<file path="src/dcb_pkg.sv">
// Package with control word layout and constants for the control bit decoder
package dcb_pkg;
  localparam int CW_W = 16;
  localparam int PH_W = 12;
  localparam int ACC_W = 28;
  localparam int DAC_W = 10;
  // Control word bit positions
  localparam int BIT_FSEL = 11;
  localparam int BIT_PSEL = 10;
  localparam int BIT_SRC = 9;
  localparam int BIT_RST = 8;
  localparam int BIT_CLKG = 7;
  localparam int BIT_PDN = 6;
  localparam int BIT_OPEN = 5;
  localparam int BIT_SGNSRC = 4;
  // Register map of the plain register port
  localparam logic [2:0] ADDR_CTRL = 3'h0;
  localparam logic [2:0] ADDR_FREQ_A = 3'h1;
  localparam logic [2:0] ADDR_FREQ_B = 3'h2;
  localparam logic [2:0] ADDR_PH_A = 3'h3;
  localparam logic [2:0] ADDR_PH_B = 3'h4;
  localparam logic [2:0] ADDR_STAT = 3'h5;
  localparam logic [2:0] ADDR_PHASE = 3'h6;
  localparam logic [CW_W-1:0] CTRL_RST = 16'h0000;
  localparam logic [ACC_W-1:0] ACC_ZERO = 28'h0000000;
  localparam logic [PH_W-1:0] PH_ZERO = 12'h000;
  localparam logic [DAC_W-1:0] DAC_MID = 10'h200;
  localparam logic [31:0] RD_ZERO = 32'h00000000;
endpackage

</file>
<file path="src/dcb_top.sv">
// Control bit decoder with phase accumulator core for the waveform generator
`timescale 1ns/100ps
module dcb_top
  import dcb_pkg::*;
(
  input wire logic CORE_CLK_I,
  input wire logic RESETN_I,
  input wire logic [2:0] ADDR_I,
  input wire logic [31:0] WDATA_I,
  input wire logic WR_I,
  input wire logic RD_I,
  input wire logic FSEL_PIN_I,
  input wire logic PSEL_PIN_I,
  input wire logic RESET_PIN_I,
  input wire logic SLEEP_PIN_I,
  input wire logic COMP_I,
  output logic [31:0] RDATA_O,
  output logic [DAC_W-1:0] DAC_DATA_O,
  output logic DAC_PDN_O,
  output logic SIGN_O,
  output logic SIGN_OE_O
);

  logic [CW_W-1:0] ctrl_r;
  logic [ACC_W-1:0] freq_a_r;
  logic [ACC_W-1:0] freq_b_r;
  logic [PH_W-1:0] phase_offset_reg_a;
  logic [PH_W-1:0] phase_offset_reg_b;
  logic [ACC_W-1:0] acc_r;
  logic [ACC_W-1:0] acc_nxt;
  logic [DAC_W-1:0] dac_r;
  logic [DAC_W-1:0] dac_nxt;
  logic [31:0] rdata_r;
  logic [31:0] rdata_nxt;
  logic pdn_r;
  logic sign_r;
  logic sign_oe_r;

  // Pin or software bit, picked by the control source
  function automatic logic pick_src
  (
    input logic use_pin,
    input logic pin_val,
    input logic sw_val
  );
    return use_pin ? pin_val : sw_val;
  endfunction

  // Strobe qualified by one register address
  function automatic logic addr_hit
  (
    input logic strobe,
    input logic [2:0] addr,
    input logic [2:0] target
  );
    return strobe && (addr == target);
  endfunction

  // Offset binary code from the top phase bits; low bits are dropped, not rounded
  function automatic logic [DAC_W-1:0] dac_code
  (
    input logic [PH_W-1:0] phase
  );
    return {~phase[PH_W-1], phase[PH_W-2 -: DAC_W-1]};
  endfunction

  // Register decode
  wire wr_ctrl = addr_hit(WR_I, ADDR_I, ADDR_CTRL);
  wire wr_fa = addr_hit(WR_I, ADDR_I, ADDR_FREQ_A);
  wire wr_fb = addr_hit(WR_I, ADDR_I, ADDR_FREQ_B);
  wire wr_pa = addr_hit(WR_I, ADDR_I, ADDR_PH_A);
  wire wr_pb = addr_hit(WR_I, ADDR_I, ADDR_PH_B);

  // Source selection between pins and software bits
  wire control_source_bit = ctrl_r[BIT_SRC];
  wire fsel_eff = pick_src(control_source_bit, FSEL_PIN_I, ctrl_r[BIT_FSEL]);
  wire psel_eff = pick_src(control_source_bit, PSEL_PIN_I, ctrl_r[BIT_PSEL]);
  wire rst_eff = pick_src(control_source_bit, RESET_PIN_I, ctrl_r[BIT_RST]);
  // Converter powerdown: pin when source is pins, else software bit
  wire converter_powerdown_bit = ctrl_r[BIT_PDN];
  wire pdn_eff = pick_src(control_source_bit, SLEEP_PIN_I, converter_powerdown_bit);
  wire clock_gate_bit = ctrl_r[BIT_CLKG];
  wire sign_output_enable = ctrl_r[BIT_OPEN];
  wire sign_output_source = ctrl_r[BIT_SGNSRC];

  wire [ACC_W-1:0] step = fsel_eff ? freq_b_r : freq_a_r;
  wire [PH_W-1:0] poff = psel_eff ? phase_offset_reg_b : phase_offset_reg_a;
  wire [PH_W-1:0] phase_sum = acc_r[ACC_W-1 -: PH_W] + poff;
  wire sign_src_val = sign_output_source ? COMP_I : dac_r[DAC_W-1];
  wire sign_nxt = sign_output_enable & sign_src_val;

  // Read fields widened to the bus word
  wire [31:0] rd_ctrl = {16'h0000, ctrl_r};
  wire [31:0] rd_freq_a = {4'h0, freq_a_r};
  wire [31:0] rd_freq_b = {4'h0, freq_b_r};
  wire [31:0] rd_ph_a = {20'h00000, phase_offset_reg_a};
  wire [31:0] rd_ph_b = {20'h00000, phase_offset_reg_b};
  wire [31:0] rd_stat = {27'h0000000, pdn_eff, rst_eff, clock_gate_bit, psel_eff, fsel_eff};
  wire [31:0] rd_phase = {4'h0, acc_r};

  // Accumulator: cleared by reset, held by clock gate
  always_comb
  begin
    acc_nxt = acc_r;
    dac_nxt = dac_r;
    if (rst_eff)
    begin
      acc_nxt = ACC_ZERO;
      dac_nxt = DAC_MID;
    end
    else if (!clock_gate_bit)
    begin
      acc_nxt = acc_r + step;
      dac_nxt = dac_code(phase_sum);
    end
    else
    begin
      acc_nxt = acc_r;
      dac_nxt = dac_r;
    end
  end

  // Read mux; unmapped addresses read zero
  always_comb
  begin
    rdata_nxt = RD_ZERO;
    unique case (ADDR_I)
      ADDR_CTRL: rdata_nxt = rd_ctrl;
      ADDR_FREQ_A: rdata_nxt = rd_freq_a;
      ADDR_FREQ_B: rdata_nxt = rd_freq_b;
      ADDR_PH_A: rdata_nxt = rd_ph_a;
      ADDR_PH_B: rdata_nxt = rd_ph_b;
      ADDR_STAT: rdata_nxt = rd_stat;
      ADDR_PHASE: rdata_nxt = rd_phase;
      default: rdata_nxt = RD_ZERO;
    endcase
  end

  // Control word
  always_ff @(posedge CORE_CLK_I or negedge RESETN_I)
  begin
    if (!RESETN_I)
    begin
      ctrl_r <= CTRL_RST;
    end
    else if (wr_ctrl)
    begin
      ctrl_r <= WDATA_I[CW_W-1:0];
    end
  end

  // Frequency word A; upper bus bits are dropped
  always_ff @(posedge CORE_CLK_I or negedge RESETN_I)
  begin
    if (!RESETN_I)
    begin
      freq_a_r <= ACC_ZERO;
    end
    else if (wr_fa)
    begin
      freq_a_r <= WDATA_I[ACC_W-1:0];
    end
  end

  // Frequency word B
  always_ff @(posedge CORE_CLK_I or negedge RESETN_I)
  begin
    if (!RESETN_I)
    begin
      freq_b_r <= ACC_ZERO;
    end
    else if (wr_fb)
    begin
      freq_b_r <= WDATA_I[ACC_W-1:0];
    end
  end

  // Phase offset A
  always_ff @(posedge CORE_CLK_I or negedge RESETN_I)
  begin
    if (!RESETN_I)
    begin
      phase_offset_reg_a <= PH_ZERO;
    end
    else if (wr_pa)
    begin
      phase_offset_reg_a <= WDATA_I[PH_W-1:0];
    end
  end

  // Phase offset B
  always_ff @(posedge CORE_CLK_I or negedge RESETN_I)
  begin
    if (!RESETN_I)
    begin
      phase_offset_reg_b <= PH_ZERO;
    end
    else if (wr_pb)
    begin
      phase_offset_reg_b <= WDATA_I[PH_W-1:0];
    end
  end

  // Phase accumulator; wraps at full scale on purpose
  always_ff @(posedge CORE_CLK_I or negedge RESETN_I)
  begin
    if (!RESETN_I)
    begin
      acc_r <= ACC_ZERO;
    end
    else
    begin
      acc_r <= acc_nxt;
    end
  end

  // Converter code resets to midscale, not zero
  always_ff @(posedge CORE_CLK_I or negedge RESETN_I)
  begin
    if (!RESETN_I)
    begin
      dac_r <= DAC_MID;
    end
    else
    begin
      dac_r <= dac_nxt;
    end
  end

  // Read data returns to zero so stale words never linger
  always_ff @(posedge CORE_CLK_I or negedge RESETN_I)
  begin
    if (!RESETN_I)
    begin
      rdata_r <= RD_ZERO;
    end
    else
    begin
      rdata_r <= RD_I ? rdata_nxt : RD_ZERO;
    end
  end

  // Powerdown follows its source one cycle late
  always_ff @(posedge CORE_CLK_I or negedge RESETN_I)
  begin
    if (!RESETN_I)
    begin
      pdn_r <= 1'b0;
    end
    else
    begin
      pdn_r <= pdn_eff;
    end
  end

  // Sign pin enable
  always_ff @(posedge CORE_CLK_I or negedge RESETN_I)
  begin
    if (!RESETN_I)
    begin
      sign_oe_r <= 1'b0;
    end
    else
    begin
      sign_oe_r <= sign_output_enable;
    end
  end

  // Sign data forced low while disabled, so no stray level leaks out
  always_ff @(posedge CORE_CLK_I or negedge RESETN_I)
  begin
    if (!RESETN_I)
    begin
      sign_r <= 1'b0;
    end
    else
    begin
      sign_r <= sign_nxt;
    end
  end

  assign RDATA_O = rdata_r;
  assign DAC_DATA_O = dac_r;
  assign DAC_PDN_O = pdn_r;
  assign SIGN_O = sign_r;
  assign SIGN_OE_O = sign_oe_r;

endmodule

</file>
<file path="config.mk">
export PLATFORM = sky130hd
export DESIGN_NAME = dcb_top
export DESIGN_NICKNAME = d
export VERILOG_FILES = /design/src/dcb_pkg.sv /design/src/dcb_top.sv
export SDC_FILE = /design/constraint.sdc
export NUM_CORES = 1
export LEC_CHECK = 0
export BUFFER_PORTS_ARGS = -buffer_cell sky130_fd_sc_hd__buf_2
export CAP_MARGIN = 20
export CELL_PAD_IN_SITES_DETAIL_PLACEMENT = 1
export CELL_PAD_IN_SITES_GLOBAL_PLACEMENT = 2
export CORE_UTILIZATION = 42
export CTS_CLUSTER_SIZE = 25
export DETAILED_ROUTE_END_ITERATION = 8
export GPL_TIMING_DRIVEN = 1
export PLACE_DENSITY_LB_ADDON = 0.25
export SYNTH_ARGS = -nofsm -noshare
export SYNTH_HDL_FRONTEND = slang
export SYNTH_SLANG_ARGS = --single-unit
</file>
<file path="constraint.sdc">
create_clock -name CORE_CLK_I -period 7.2 [get_ports CORE_CLK_I]
set_input_delay 1.44 -clock CORE_CLK_I [delete_from_list [all_inputs] [get_ports CORE_CLK_I]]
set_output_delay 1.44 -clock CORE_CLK_I [all_outputs]
set_load 0.03 [all_outputs]
</file>
==> summary.txt <==
Floorplan
  – Core ar.: 21900 µm²
  – Row cnt: 54
  – Initial Util: 0.428
  – Die area: 22900 µm²
  – I/O Pins: 89
  – Die extent in y: about 150 µm
  – Chip width: 151 µm

Global routing
  – GR Layer Usage met2: 0.429
  – First-pass GRT wire length: ~43000 µm
  – GR Util All Layers: 0.255
  – Number of global-route vias before repair: between 7000 and 8000
  – Met3 Usage GRT: 0.0340
  – Total global routing overflow: 0
  – Most Crowded Layer GR: met2
  – M1 GR Usage: 0.345
  – Largest net degree at the start of global routing: approximately 100
  – Antenna violations before repair: 0

Yosys
  – Share of flip-flops with an asynchronous set or reset: 1.00
  – Seq cells post-synth: ~170
  – Top-area cell type share of the netlist area: 0.438
  – Yosys cell types: between 60 and 70
  – Commonest cells in the netlist: 164 x dfrtp_1, 146 x mux2_2, 84 x a21oi_1
  – Most frequent cell after synthesis: dfrtp_1
  – Seq/Total Area, Yosys: 0.440
  – Post-synth top area cell: dfrtp_1
  – Post-synthesis cell area: 9380 µm²
  – Avg Inst Size Synth: roughly 10 µm²
  – Warning count from the yosys run: 0
  – Post-Synthesis Cells: 896
  – Post-synth top flop: dfrtp_1
  – Largest cells by area after synthesis: dfrtp_1 44%, mux2_2 18%, ha_1 5.3%
  – Post-synth EDFFs: 0

CTS
  – Clk_lat worst skew: 0.43 ns
  – Hold_buf cts: 0
  – Post-CTS Setup Inserts: 0
  – Cts bufs inserted: 17
  – CTS tree: built
  – Clock sinks: roughly 170
  – H-Tree Depth: 4
  – # resized after CTS: 0
  – Root Driver: clkbuf_16
  – Clock Path Buffers: 2
  – Clock-pin transition on the worst setup and hold timing paths: 0.06 ns

Worst setup path
  – CP delay by family, top: compound AO/OA/AOI/OAI gates
  – Crit path launch: FSEL_PIN_I
  – Most frequent CP cell: nand2_1
  – Kind of critical path: primary input to register
  – CP Capture Type: register
  – Critical-path cell list: buf_2 > mux2i_4 > buf_4 > mux2_2 > ha_1 > and3_1 > nand2_1 > a21oi_1 > o21ai_0 > a2111oi_0 > mux2i_1 > nand2_1
  – Crit path DAT: roughly 5.2 ns
  – Req. time, crit path: 7.50 ns
  – CP startpoint kind: primary input
  – CP Buf/Inv Count: 2
  – Crit-path slowest cell: a2111oi_0
  – R2R Path Start: ctrl_r[9]$_DFFE_PN0P_
  – Crit path max fanout: 16
  – CP peak stage delay: a little under 0.7 ns

Drt
  – Vias: around 7000
  – Final WL: ~28000 µm
  – Drt wl/cell: roughly 22 µm
  – Initial DRC count: roughly 270
  – Drt via density: between 5 and 6
  – 1st-pass router iterations: 4
  – Post-route ant nets: 0
  – DRC: 0

Final layout
  – Fin cells: between 1000 and 1500
  – Design area: ~11000 µm²
  – Filler cell count: ~2400
  – Nets: between 1000 and 1500
  – Area Growth Syn to Fin: 13.5%
  – Share of layout cells above drive strength 1: 0.289

Place
  – Post-detailed-placement half-perimeter wirelength: roughly 19000 µm
  – Number of buffers added on ports: 80
  – Number of placed instances, taps included: ~1200
  – RePlAce Congestion: ~0.82
  – Area after DPL: 10000 µm²

Pwr
  – Cell Pwr Density: ~370 nW/µm²
  – Worst vdd ir: roughly 0.15 mV
  – Leakage: just under 5 nW

STA
  – Worst rel slew slack: 0.308
  – Final setup violation count: 0
  – Sum Neg Setup Slack: 0 ns
  – Max-slew violation count: 0
  – Unrepaired setup endpoints after global routing: false
  – Slew @ Worst Pin: 1.04 ns
  – Final min period: 4.89 ns
  – Hold Vio Cnt, Final: 0
  – Worst Skew: around 0.011 ns
  – Final period utilization: 0.679
  – Max Clock Freq: around 0.20 GHz

Min path
  – Min-delay worst type: register to register
  – Hold Crit Start: ctrl_r[5]$_DFFE_PN0P_

Status
  – Status: finished, final reports clean

Job
  – Max_cap viols: 0
## state kept, by name, summed over array words and instances (netlist names)
register            cells
phase_offset_reg_a     12
phase_offset_reg_b     12
RDATA_O                28
freq_a_r               28
SIGN_OE_O               1
ctrl_r                 16
SIGN_O                  1
acc_r                  28
freq_b_r               28
DAC_DATA_O             10
DAC_PDN_O               1
## power breakdown
part / internal, mW / switching, mW / leakage (nW)
clock network: 0.555 / 0.377 / 0.285
registers: 1.14 / 0.195 / 2.07
logic: 0.692 / 0.949 / 2.47
## placed cells by master (no fill, tap or decap), types with 3 or more instances in the layout
cell       count
a221oi_1      10
or3_1          7
o22ai_1        4
mux2_2       146
xor2_1        18
o211ai_1       3
o21a_1         5
clkinv_2       3
o21ai_0       39
conb_1         4
clkbuf_16     17
bufinv_16      3
a21oi_1       84
nor4_1         4
mux2i_1       17
buf_4         13
nand4_1        7
ha_1          40
a21o_1        10
nand3_1       12
xnor2_1        9
buf_2         79
a211oi_1       5
nor3_1         8
nor2_1        73
nand2_1       70
clkbuf_1       5
dfrtp_1      164
and2_1         8
nand2b_1       7
nor2b_1       10
and3_1         8
a22oi_1       26
inv_1          8
## cells by family after synthesis
kind of cell	after synthesis	synth area share
AO/OA/AOI/OAI	210	0.140
XOR/XNOR	27	0.0252
adder cells (fa/ha/maj)	41	0.0555
buffers and inverters	63	0.0285
flip-flops	165	0.440
multiplexers	166	0.199
other	1	0.000400
AND/OR/NAND/NOR	223	0.111
## per-stage QoR
| step | utilization | power (mW) | hold WS [ns] | setup slack, ns |
|---|---|---|---|---|
| 6_report | 0.486 | 3.91 | 0.478 | 2.31 |
| 5_1_grt | 0.486 | 4.17 | 0.491 | 1.99 |
| 4_1_cts | 0.485 | 3.93 | 0.479 | 2.34 |
| 3_5_place_dp | 0.458 | 2.98 | 0.468 | 1.89 |
| 3_3_place_gp | 0.458 | 2.94 | 0.456 | 1.90 |
| 2_1_floorplan | - | 2.50 | 0.384 | 2.49 |
## worst paths after layout
path	endpoint	cells past startpoint	slack [ns]
min reg2reg	SIGN_OE_O$_DFF_PN0_	0	0.48
max	acc_r[25]$_DFFE_PN0P_	12	2.31
max in group asynchronous	freq_a_r[19]$_DFFE_PN0P_	2	4.66
max reg2reg	acc_r[25]$_DFFE_PN0P_	11	2.59
min	SIGN_OE_O$_DFF_PN0_	0	0.48
min in group asynchronous	RDATA_O[1]$_DFF_PN0_	1	1.13
## worst reg2reg max path, cell delays in order (launching register included)
cell	delay (ns)
dfrtp_1	0.67
mux2i_4	0.79
buf_4	0.39
mux2_2	0.37
ha_1	0.39
and3_1	0.21
nand2_1	0.06
a21oi_1	0.36
o21ai_0	0.25
a2111oi_0	0.68
mux2i_1	0.26
nand2_1	0.06
## area by class of cell
class	count	area (µm²)	area share
Timing Repair Buffer	94	532	0.0499
Antenna cell	1	2.50	0.000235
Clock buffer	23	458	0.0430
Inverter	8	30.0	0.00282
Multi-Input combinational cell	671	5020	0.471
Clock inverter	9	130	0.0122
Sequential cell	165	4130	0.388
Tap cell	280	350	0.0329
## layer usage
layer	part of all wire	wire, µm
met5	0	0
met4	0.013	359
met3	0.035	959
met2	0.49	13600
met1	0.46	12800
No activity file was read; power rests on OpenSTA's default activity.
